===== config.mk =====
export PLATFORM = sky130hd
export DESIGN_NAME = virtual_sensor_fifo_record_packer
export DESIGN_NICKNAME = d
export VERILOG_FILES = /design/src/core/vs_packer_pkg.sv /design/src/core/record_word_if.sv /design/src/core/record_word_serializer.sv /design/src/core/virtual_sensor_fifo_record_packer.sv
export SDC_FILE = /design/constraint.sdc
export NUM_CORES = 2
export LEC_CHECK = 0
export ABC_AREA = 1
export BUFFER_PORTS_ARGS = -buffer_cell sky130_fd_sc_hd__buf_2
export CAP_MARGIN = 20
export CORE_ASPECT_RATIO = 1.1
export CORE_MARGIN = 10
export CORE_UTILIZATION = 58
export DETAILED_ROUTE_END_ITERATION = 10
export PLACE_DENSITY = 0.79
export SYNTH_ARGS = -nofsm -noshare
export SYNTH_HDL_FRONTEND = slang
export SYNTH_HIERARCHICAL = 1
export SYNTH_SLANG_ARGS = --single-unit

===== constraint.sdc =====
create_clock -name clk -period 2.9 [get_ports clk]
set_input_delay 0.87 -clock clk [delete_from_list [all_inputs] [get_ports clk]]
set_output_delay 0.87 -clock clk [all_outputs]
set_load 0.1 [all_outputs]

===== src/core/vs_packer_pkg.sv =====
// constants and types shared by the virtual-sensor record packer
package vs_packer_pkg;

    // =====================================================================
    // record sources, in write priority order (lowest index first)
    localparam int NUM_SRC      = 14;
    localparam int NUM_RESULT   = 4;
    localparam int SRC_QUAT     = 0;
    localparam int SRC_GRAVITY  = 1;
    localparam int SRC_GBIAS    = 2;
    localparam int SRC_STEP     = 3;
    localparam int SRC_PEAK     = 4;
    localparam int SRC_RESULT0  = 5;
    localparam int SRC_FILTER   = 9;
    localparam int SRC_FEATURE  = 10;
    localparam int SRC_TIMEOUT  = 11;
    localparam int SRC_LCOUNT   = 12;
    localparam int SRC_PATTERN  = 13;

    // =====================================================================
    // word tags; step, gravity, bias, result, filter and feature are arbitrary
    localparam logic [7:0] TAG_QUAT      = 8'h13;
    localparam logic [7:0] TAG_PEAK      = 8'h18;
    localparam logic [7:0] TAG_MACHINE   = 8'h1f;
    localparam logic [7:0] TAG_STEP      = 8'h12;
    localparam logic [7:0] TAG_GRAVITY   = 8'h14;
    localparam logic [7:0] TAG_GBIAS     = 8'h15;
    localparam logic [7:0] TAG_RESULT    = 8'h1a;
    localparam logic [7:0] TAG_FILTER    = 8'h1b;
    localparam logic [7:0] TAG_FEATURE   = 8'h1c;

    // =====================================================================
    // markers held in the x bytes; FF_RESERVED fills the z pair
    localparam logic [15:0] QUAT_PART_FIRST  = 16'h0000;
    localparam logic [15:0] QUAT_PART_SECOND = 16'h0001;
    localparam logic [7:0]  MARK_TIMEOUT     = 8'h00;
    localparam logic [7:0]  MARK_COUNT_LOW   = 8'h09;
    localparam logic [7:0]  MARK_COUNT_HIGH  = 8'h0a;
    localparam logic [15:0] FF_RESERVED      = 16'h0000;

    // =====================================================================
    // host read window of one word
    localparam logic [6:0] ADDR_FIRST = 7'h78;
    localparam logic [6:0] ADDR_LAST  = 7'h7e;
    localparam logic [6:0] ADDR_STEP  = 7'h01;

    // one tagged word: data[15:0] x pair, [31:16] y pair, [47:32] z pair
    typedef struct packed {
        logic [7:0]  tag;
        logic [47:0] data;
    } word_t;

endpackage


===== src/core/record_word_if.sv =====
// word handshake between the record packer and the byte serializer
`timescale 1ns/1ps
`default_nettype none

interface record_word_if;
    logic        valid;  // word offered
    logic        ready;  // word taken this cycle when valid
    logic [7:0]  tag;    // tag byte
    logic [47:0] data;   // six data bytes, x low first

    modport source (output valid, output tag, output data, input ready);
    modport sink   (input valid, input tag, input data, output ready);
endinterface

`default_nettype wire


===== src/core/record_word_serializer.sv =====
// splits each tagged word into seven bytes at consecutive store addresses
`timescale 1ns/1ps
`default_nettype none

module record_word_serializer
    import vs_packer_pkg::*;
(
    // clock and reset
    input  wire logic        clk,
    input  wire logic        rst,
    // word side
    record_word_if.sink      wordIn,
    // store side
    input  wire logic        fifoReady,
    output logic             byteValid,
    output logic [6:0]       byteAddr,
    output logic [7:0]       byteData
);

    // =====================================================================
    // state
    typedef struct packed {
        logic        busy;   // a word is being written out
        logic [6:0]  addr;   // address of the byte on offer
        logic [7:0]  cur;    // byte on offer
        logic [47:0] rest;   // bytes still to go, next in low bits
    } ser_t;

    ser_t q;  // registered state
    ser_t d;  // next state

    // take a new word when idle or as the last byte leaves
    assign wordIn.ready = !q.busy || (fifoReady && q.addr == ADDR_LAST);

    // next-state logic
    always_comb begin
        d = q;
        // advance one byte per accepted store write
        if (q.busy && fifoReady) begin
            if (q.addr == ADDR_LAST) begin
                d.busy = 1'b0;
            end else begin
                d.addr = q.addr + ADDR_STEP;
                d.cur  = q.rest[7:0];
                d.rest = {8'h00, q.rest[47:8]};
            end
        end
        // tag byte goes first at the lowest address
        if (wordIn.valid && wordIn.ready) begin
            d.busy = 1'b1;
            d.addr = ADDR_FIRST;
            d.cur  = wordIn.tag;
            d.rest = wordIn.data;
        end
    end

    // state register
    always_ff @(posedge clk) begin
        if (rst) begin
            q <= '0;
        end else begin
            q <= d;
        end
    end

    assign byteValid = q.busy;
    assign byteAddr  = q.addr;
    assign byteData  = q.cur;
endmodule // record_word_serializer

`default_nettype wire


===== src/core/virtual_sensor_fifo_record_packer.sv =====
// formats virtual-sensor events into tagged seven-byte store words
//
// Contract
// - step record only on step detection
// - step: count in x, timestamp y/z
// - separate batch enable per fusion output
// - fusion outputs written at fusion rate
// - quaternion is two words tagged 0x13
// - x bytes index quaternion half
// - gravity three signed 16-bit axes
// - gyro bias three signed 16-bit axes
// - peak stop command writes tag 18h
// - peak record holds x,y,z half floats
// - result record on source byte change
// - filters one word per strobe
// - features at window end or rate
// - value in x, identifier in y
// - machine events tag 1Fh, x high type
// - timeout record x bytes zero plus timestamp
// - counter low 0x09, high 0x0A if nonzero
// - pattern: output byte, index 1-8, timestamp
// - tag then six bytes, consecutive addresses
`timescale 1ns/1ps
`default_nettype none

module virtual_sensor_fifo_record_packer
    import vs_packer_pkg::*;
(
    // clock and reset
    input  wire logic                clk,
    input  wire logic                rst,
    // enables
    input  wire logic                stepDetectEnable,
    input  wire logic                stepBatchEnable,
    input  wire logic                quaternionBatchEnable,
    input  wire logic                gravityBatchEnable,
    input  wire logic                gyroBiasBatchEnable,
    input  wire logic                learningFirstEnable,
    input  wire logic                learningEngineEnable,
    input  wire logic                learningResultBatchEnable,
    input  wire logic                filterFeatureBatchEnable,
    input  wire logic                stateMachineBlockEnable,
    input  wire logic [7:0]          machineEnableSet,
    input  wire logic                machineEventBatchEnable,
    // shared timestamp
    input  wire logic [31:0]         timestamp,
    // step detector
    input  wire logic                stepEvent,
    input  wire logic [15:0]         stepCount,
    // fusion engine
    input  wire logic                fusionSample,
    input  wire logic [15:0]         quatX,
    input  wire logic [15:0]         quatY,
    input  wire logic [15:0]         quatZ,
    input  wire logic [15:0]         quatW,
    input  wire logic [47:0]         gravityXyz,
    input  wire logic [47:0]         gyroBiasXyz,
    // high-g peak tracking
    input  wire logic                peakStopCmd,
    input  wire logic [47:0]         peakXyz,
    // learning engine
    input  wire logic [3:0][7:0]     learningResultSource,
    input  wire logic                filterStrobe,
    input  wire logic                filterSelected,
    input  wire logic [15:0]         filterValue,
    input  wire logic [15:0]         filterId,
    input  wire logic                featureStrobe,
    input  wire logic                featureSelected,
    input  wire logic [15:0]         featureValue,
    input  wire logic [15:0]         featureId,
    // state machines
    input  wire logic                longTimeout,
    input  wire logic                longCountCmd,
    input  wire logic [7:0]          longCountLowByte,
    input  wire logic [7:0]          longCountHighByte,
    input  wire logic                patternDetect,
    input  wire logic [2:0]          patternMachine,
    input  wire logic [7:0]          machineOutputByte,
    // store side
    input  wire logic                fifoReady,
    output logic                     byteValid,
    output logic [6:0]               byteAddr,
    output logic [7:0]               byteData,
    // status
    output logic [NUM_SRC-1:0]       recordPending
);

    // =====================================================================
    // state
    typedef struct packed {
        logic [NUM_SRC-1:0]        pend;     // records waiting for a slot
        logic [NUM_SRC-1:0][47:0]  load;     // payload of each waiting record
        logic [47:0]               quat2;    // second quaternion word payload
        logic [47:0]               lcount2;  // counter high word payload
        word_t                     follow;   // word bound to the next slot
        logic                      followOn; // follow word waiting
        word_t                     out;      // word offered to serializer
        logic                      outOn;    // offer standing
        logic [3:0][7:0]           prevSrc;  // last seen result sources
    } state_t;

    state_t q;  // registered state
    state_t d;  // next state

    logic [NUM_SRC-1:0]       setVec;    // records raised this cycle
    logic [NUM_SRC-1:0][47:0] pay;       // payloads formed this cycle
    logic                     stepOn;    // step records allowed
    logic                     learnOn;   // learning engine running
    logic                     machineOn; // machine events allowed
    logic                     slotFree;  // a new word may be loaded
    logic                     fromPend;  // slot filled from pending set

    record_word_if wordLink ();  // packer to serializer

    // tag of each source
    function automatic logic [7:0] tagOf(input logic [3:0] idx);
        logic [7:0] t;
        t = TAG_RESULT;
        case (idx)
            4'(SRC_QUAT):    t = TAG_QUAT;
            4'(SRC_GRAVITY): t = TAG_GRAVITY;
            4'(SRC_GBIAS):   t = TAG_GBIAS;
            4'(SRC_STEP):    t = TAG_STEP;
            4'(SRC_PEAK):    t = TAG_PEAK;
            4'(SRC_FILTER):  t = TAG_FILTER;
            4'(SRC_FEATURE): t = TAG_FEATURE;
            4'(SRC_TIMEOUT),
            4'(SRC_LCOUNT),
            4'(SRC_PATTERN): t = TAG_MACHINE;
            default:         t = TAG_RESULT;
        endcase
        return t;
    endfunction

    // =====================================================================
    // event qualification
    assign stepOn    = stepDetectEnable && stepBatchEnable;
    assign learnOn   = learningFirstEnable || learningEngineEnable;
    assign machineOn = stateMachineBlockEnable && (|machineEnableSet)
                       && machineEventBatchEnable;

    // step only on a detection, no periodic batching
    assign setVec[SRC_STEP] = stepEvent && stepOn;
    assign pay[SRC_STEP]    = {timestamp, stepCount};

    // fusion outputs, one enable each, at the fusion sample rate
    assign setVec[SRC_QUAT]    = fusionSample && quaternionBatchEnable;
    assign setVec[SRC_GRAVITY] = fusionSample && gravityBatchEnable;
    assign setVec[SRC_GBIAS]   = fusionSample && gyroBiasBatchEnable;
    assign pay[SRC_QUAT]       = {quatY, quatX, QUAT_PART_FIRST};
    assign pay[SRC_GRAVITY]    = gravityXyz;
    assign pay[SRC_GBIAS]      = gyroBiasXyz;

    // peak values on the stop command
    assign setVec[SRC_PEAK] = peakStopCmd;
    assign pay[SRC_PEAK]    = peakXyz;

    // one change detector per result source
    genvar gi;
    generate
        for (gi = 0; gi < NUM_RESULT; gi++) begin : g_result
            assign setVec[SRC_RESULT0+gi] = learnOn && learningResultBatchEnable
                && (learningResultSource[gi] != q.prevSrc[gi]);
            assign pay[SRC_RESULT0+gi] = {timestamp, 8'(gi), learningResultSource[gi]};
        end
    endgenerate

    // filters and features, one word per strobe from the engine
    assign setVec[SRC_FILTER]  = learnOn && filterFeatureBatchEnable
                                 && filterStrobe && filterSelected;
    assign setVec[SRC_FEATURE] = learnOn && filterFeatureBatchEnable
                                 && featureStrobe && featureSelected;
    assign pay[SRC_FILTER]     = {FF_RESERVED, filterId, filterValue};
    assign pay[SRC_FEATURE]    = {FF_RESERVED, featureId, featureValue};

    // state machine events
    assign setVec[SRC_TIMEOUT] = machineOn && longTimeout;
    assign setVec[SRC_LCOUNT]  = machineOn && longCountCmd;
    assign setVec[SRC_PATTERN] = machineOn && patternDetect;
    assign pay[SRC_TIMEOUT]    = {timestamp, MARK_TIMEOUT, 8'h00};
    assign pay[SRC_LCOUNT]     = {timestamp, MARK_COUNT_LOW, longCountLowByte};
    assign pay[SRC_PATTERN]    = {timestamp, 8'(patternMachine) + 8'h01,
                                  machineOutputByte};

    assign slotFree = !q.outOn || wordLink.ready;

    // =====================================================================
    // next-state logic: slot arbitration and pending bookkeeping
    always_comb begin
        logic [NUM_SRC-1:0] grant;
        logic [3:0]         sel;
        grant    = '0;
        sel      = '0;
        fromPend = 1'b0;
        d        = q;
        d.prevSrc = learningResultSource;
        // lowest index wins among waiting records
        for (int i = NUM_SRC - 1; i >= 0; i--) begin
            if (q.pend[i]) begin
                sel = 4'(i);
            end
        end
        if (q.outOn && wordLink.ready) begin
            d.outOn = 1'b0;
        end
        if (slotFree) begin
            if (q.followOn) begin
                // second half goes in the very next slot
                d.out      = q.follow;
                d.outOn    = 1'b1;
                d.followOn = 1'b0;
            end else if (|q.pend) begin
                fromPend   = 1'b1;
                d.out.tag  = tagOf(sel);
                d.out.data = q.load[sel];
                d.outOn    = 1'b1;
                grant[sel] = 1'b1;
                // bind the partner word of a two-word record
                if (sel == 4'(SRC_QUAT)) begin
                    d.follow   = {TAG_QUAT, q.quat2};
                    d.followOn = 1'b1;
                end else if (sel == 4'(SRC_LCOUNT) && q.lcount2[7:0] != 8'h00) begin
                    d.follow   = {TAG_MACHINE, q.lcount2};
                    d.followOn = 1'b1;
                end
            end
        end
        // a new event wins over the clear of its own grant
        d.pend = (q.pend & ~grant) | setVec;
        for (int i = 0; i < NUM_SRC; i++) begin
            if (setVec[i]) begin
                d.load[i] = pay[i];
            end
        end
        if (setVec[SRC_QUAT]) begin
            d.quat2 = {quatW, quatZ, QUAT_PART_SECOND};
        end
        if (setVec[SRC_LCOUNT]) begin
            d.lcount2 = {timestamp, MARK_COUNT_HIGH, longCountHighByte};
        end
    end

    // state register
    always_ff @(posedge clk) begin
        if (rst) begin
            q <= '0;
        end else begin
            q <= d;
        end
    end

    assign wordLink.valid = q.outOn;
    assign wordLink.tag   = q.out.tag;
    assign wordLink.data  = q.out.data;
    assign recordPending  = q.pend;

    // =====================================================================
    // byte serializer toward the store
    record_word_serializer u_serializer (
        .clk       (clk),
        .rst       (rst),
        .wordIn    (wordLink.sink),
        .fifoReady (fifoReady),
        .byteValid (byteValid),
        .byteAddr  (byteAddr),
        .byteData  (byteData)
    );

    logic accepted;  // word taken by serializer
    assign accepted = wordLink.valid && wordLink.ready;
endmodule // virtual_sensor_fifo_record_packer

`default_nettype wire


* Word-level counts from Yosys, hierarchy flattened
Memories as Yosys holds them, arrays and structs flattened. Index checks and enable logic that the tools add are counted.
Cells by class: equality and inequality tests 7, add/sub/neg operators 2, reduce and logical (&&, ||, !) cells 44, $lt $le $gt $ge 2, bitwise gates (word level) 5, mux-type cells 31
Operators with widths (number):
- $bmux 48 s4 | 1
- $mux 64 | 2
- $mux 58 | 2
- $mux 57 | 2
- $mux 63 | 1
- $mux 4 | 14
- $mux 48 | 1
- $mux 14 | 3
- $ne 8x8->1 | 4
- $logic_and 1x1->1 | 25
- $and 14x14->14 | 1
- $not 14->14 | 1
- $or 14x14->14 | 1
- $reduce_or 14->1 | 1
- $reduce_and 2->1 | 4
- $reduce_bool 2->1 | 4
- $reduce_bool 8->1 | 1
- $reduce_or 8->1 | 1
- $add 7x1->7 const B | 1
- $eq 7x7->1 const B | 1
- $lt 4x5->1 const B | 1
- $add 3x1->4 const B | 1
- $demux 1 s4 | 1
- $eq 4x4->1 const B | 1
- 9 further kinds | 16
Storage, ports and cells: input port bits 411, output and inout port bits 30, register bits 873, bits in read-only memories 64, memories kept 1, word-level logic and storage cells 124
Memory list:
- (name not given) | depth 16, width 4, read ports 1, clocked after memory_dff 0, write ports 0, line virtual_sensor_fifo_record_packer.sv:119 | case (idx)

* Depth between registers and ports, before layout
word-level depth 24, depth in mapped cells 24, mapped depth without buffers 22

* By module
Netlist, hierarchy kept.
Modules (own cells, without submodules):
- virtual_sensor_fifo_record_packer | times used 1, seq. area each 15074.5 µm², area each 33037.9 µm², cells an instance 4794
- record_word_serializer | times used 1, seq. area each 1281.2 µm², area each 3429.5 µm², cells an instance 509

* Worst setup path before layout
No wires, ideal clock.
path kind reg2reg, from reg u_serializer.q, in the netlist u_serializer/byteValid, to reg q, in the netlist wordLink.tag[1], setup time 0.130 ns, arrival time 2.532 ns, path slack 0.238 ns, stages on the path, launching flop included 10, buffers on the path 2, required time 2.770 ns, cells stage by stage dfxtp_1 nand2_2 buf_2 nor2_1 inv_1 nand2_1 inv_1 clkbuf_1 o21ai_0 a31oi_1
Between the ends: word-level cells in the longest chain between the ends 4
RTL lines:
- start: declaration | line record_word_serializer.sv:29 | ser_t q;
- start signal: assignment | line record_word_serializer.sv:60 | q <= '0;
- start signal: assignment | line record_word_serializer.sv:62 | q <= d;
- $logic_not 1->1 | line record_word_serializer.sv:33 | assign wordIn.ready = !q.busy || (fifoReady && q.addr == ADDR_LAST);
- $logic_or 1x1->1 | line record_word_serializer.sv:33
- net wordLink.ready | line record_word_if.sv:7 | logic ready;
- $logic_or 1x1->1 | line virtual_sensor_fifo_record_packer.sv:185 | assign slotFree = !q.outOn || wordLink.ready;
- $reduce_and 2->1 (no line)
- end signal: assignment | line virtual_sensor_fifo_record_packer.sv:246 | q <= '0;
- end signal: assignment | line virtual_sensor_fifo_record_packer.sv:248 | q <= d;
- end: declaration | line virtual_sensor_fifo_record_packer.sv:102 | state_t q;
The timed path passes the listed nets, and every way through them passes these cells. A chain may end at the register's enable or synchronous reset.

* Worst setup path after layout
from reg q, in the netlist recordPending[1], to reg q, in the netlist wordLink.data[9]
Between the ends: word-level cells in the longest chain between the ends 6
RTL lines:
- $mux 4 (2 in series) | line virtual_sensor_fifo_record_packer.sv:199 | if (q.pend[i]) begin
- $bmux 48 s4 | line virtual_sensor_fifo_record_packer.sv:215 | d.out.data = q.load[sel];
- $mux 48 (not written as such) | line virtual_sensor_fifo_record_packer.sv:215
- $mux 58 | line virtual_sensor_fifo_record_packer.sv:212 | end else if (|q.pend) begin
- $mux 58 | line virtual_sensor_fifo_record_packer.sv:207 | if (q.followOn) begin
Several ways; a longest one is shown, not always the timed one. The select of a mux whose other input is x is not followed.

==> results.ini <==
[status]
status = complete, no violations

[hold_path]
hold_end = q[874]$_SDFFE_PP0P_
hp-start = patternMachine[0]
min_path_type = in -> reg
holdPathStages = 2

[yosys]
syn_avg_cell_area_um2 = 6.88
syn_area_um2 = 36500
ys_top_cells_by_count = 1,051 x nor2_1, 849 x nand2_1, 817 x dfxtp_1
ys_warn_count = 6
synth.ff_latch_count = 817
synth_area_leaders = dfxtp_1 45%, nor2_1 11%, o21ai_0 9.8%
yosys.area.top_type_share_pct = 44.9
synth.distinct_cells = 48
post-synth-top-count-cell = nor2_1
synth_edf_count = 0
synthCells = 5303
async_flop_share_pct = 0
synth_area_leader_cell = dfxtp_1
ys_seq_area_share_pct = 44.9
synth-main-ff-cell = dfxtp_1

[global_routing]
grt_pass1_wl_um = 206000
grt_start_max_net_pins = 89
grt_pass1_vias = 34900
grt-ovfl-total = 0
antenna_found_initial = 12
grtUsageTotal_pct = 35.5

[clock_network]
clkLatencyLatePin_ns = 0.65
clk_pin_slew_ns = 0.06
clockRootBuffer = clkbuf_16
cts_hold_buf = 0
tritoncts = done
ctsLongestPathBuffers = 3
cts_made_buffers = 84
cts_sinks = 817
h-tree-depth = 3

[sta]
min_period_ns = 2.76
period_share_pct = 95.0
final-max-slew-violation-count = 0
setup_violations = 0
relSlewSlack_pct = 28.8
finClkSkew_ns = 0.0285
worst_pin_slew_ns = 1.07
fin_setup_tns_ns = 0
setup_ws_ns = 0.145
hold_viol_final = 0
rsz0062_at_grt = no
fmax_mhz = 363
hold_slack_ns = 0.434

[floorplan]
ios = 441
die_h_um = 283
dieArea_um2 = 73300
row_count = 96
start_util_pct = 58.5
core-area_um2 = 62300
dieWidth_um = 259

[route]
firstDrtPassIters = 7
drt-total-wl_um = 137000
antenna_left = 0
vias_per_cell = 5.94
wl_per_cell_um = 21.3
drt_iter0_markers = 5626
vias = 38200
drc = 0

[cells_and_area]
area_growth_pct = 15.9
drive_gt1_share_pct = 14.1
design_area_um2 = 42300
nets = 5959

[pwr]
power_density_nw_per_um2 = 724
finalPower_mw = 30.6
p_leak_nw = 18.0
ir_drop_v = 0.000555

[place]
place_ws_ns = 0.110
place.gp.congestion = 0.986
dpl_cell_area_um2 = 39300
io_buffers = 440
place_hpwl_um = 95000

[critical_path]
critical_path.cell_chain = nor2_1 > nand3_1 > inv_1 > nand2_2 > nor2_4 > inv_2 > nand2_2 > inv_2 > buf_12 > nand2_1 > inv_1 > o21ai_0 > buf_4 > nand3_1 > a21oi_1
rrSetupSlack_ns = 0.14
cp_max_fo = 28
worstReg2RegStart = recordPending[1]$_SDFF_PP0_
cp_top_family = simple AND/OR/NAND/NOR gates
required_ns = 3.46
start_kind = flop
critPathMaxStageDelay_ns = 0.38
crit_buf_inv = 6
r2r-end = wordLink.data[9]$_SDFFE_PP0P_
crit_path_top_delay_cell = dfxtp_1
worstPathArrival_ns = 3.32
reg2regPathDepth = 15
endpoint_kind = flop
critPathKind = reg -> reg

[run]
cap_violations = 0

cell families (layout without fill, tap and decap cells):
| family | Yosys count | count (layout) | synth area share (%) |
|---|---|---|---|
| AOI/OAI and AO/OA | 1167 | 1167 | 16.8 |
| xor gates and xnor gates | 27 | 27 | 0.648 |
| adders and majority gates | 8 | 8 | 0.274 |
| buffers and inverters | 761 | 1056 | 8.69 |
| DFF | 817 | 817 | 44.9 |
| other | 1 | 7 | 0.0103 |
| and+or+nand+nor | 2522 | 2523 | 28.7 |
worst max-delay path by stage:
stage	startpoint	to	slack, ns	cells past startpoint
6_report	recordPending[1]$_SDFF_PP0_	wordLink.data[9]$_SDFFE_PP0P_	0.14	15
5_1_grt	recordPending[1]$_SDFF_PP0_	wordLink.data[9]$_SDFFE_PP0P_	0.02	15
4_1_cts	recordPending[12]$_SDFF_PP0_	q[96]$_SDFFE_PP0P_	0.06	21
3_5_place_dp	recordPending[12]$_SDFF_PP0_	q[96]$_SDFFE_PP0P_	0.11	21
3_3_place_gp	recordPending[12]$_SDFF_PP0_	q[94]$_SDFFE_PP0P_	0.21	21
2_1_floorplan	u_serializer/byteValid$_SDFFE_PP0P_	wordLink.tag[1]$_SDFFE_PP0P_	0.24	9
area by class of cell:
cell class,instances,area (um^2)
multi-input cells,3728,17100
clock buffers,124,2520
diodes,4,10.0
clock inverters,23,292
repair buffers,572,3700
fillers,5440,20100
inverters,337,1280
flip-flops and latches,817,16400
well taps,833,1040
sequential cells by signal, summed over array words and instances, names as in the netlist:
| register | flops |
|---|---|
| u_serializer/byteAddr | 7 |
| recordPending | 14 |
| wordLink.valid | 1 |
| u_serializer/byteData | 8 |
| wordLink.data | 48 |
| wordLink.tag | 5 |
| q | 685 |
| u_serializer/q | 48 |
| u_serializer/byteValid | 1 |
what timing repair did:
action / in CTS / in global routing
endpoints found under the setup margin: 0 / 22
setup buffers: 0 / 4
resized for setup: 0 / 4
placed cells by master, fill, tap and decap left out, drive strengths merged, types with 2 or more instances in the layout:
cell type  instances
bufinv             5
nand2            872
o21ai            718
clkinv            11
inv              341
or2               10
a21boi            28
a221oi            27
a31oi              6
conb               3
a21oi            365
diode              4
nor2            1060
clkbuf           126
nor4               9
o211ai             2
nand3            530
dfxtp            817
nand3b             9
o21bai             4
xnor2              6
nand4             30
buf              570
clkinvlp           3
nor3               3
xor2              21
ha                 8
a211oi            13
stage by stage:
step / util [%] / instances
finish: 67.8 / 6438
floorplan: - / 5305
global placement: 63.1 / 6280
CTS: 67.6 / 6427
global route: 67.8 / 6436
detailed placement: 63.1 / 6280
where the power goes:
group | switching, mW | internal (mW) | total, mW
clock network | 4.66 | 6.47 | 11.1
registers | 0.542 | 12.1 | 12.7
logic | 4.76 | 2.03 | 6.79
layer usage:
metal  vias to the layer above  global-route usage [%]  part of all wire (%)
met5                         -                       0                 0.042
met4                        10                    14.8                   4.3
met3                       378                    9.22                    13
met2                      2490                    53.3                    43
met1                     17700                    47.6                    39
li1                      17700                       -                     -
No activity file was read; power rests on OpenSTA's default activity.
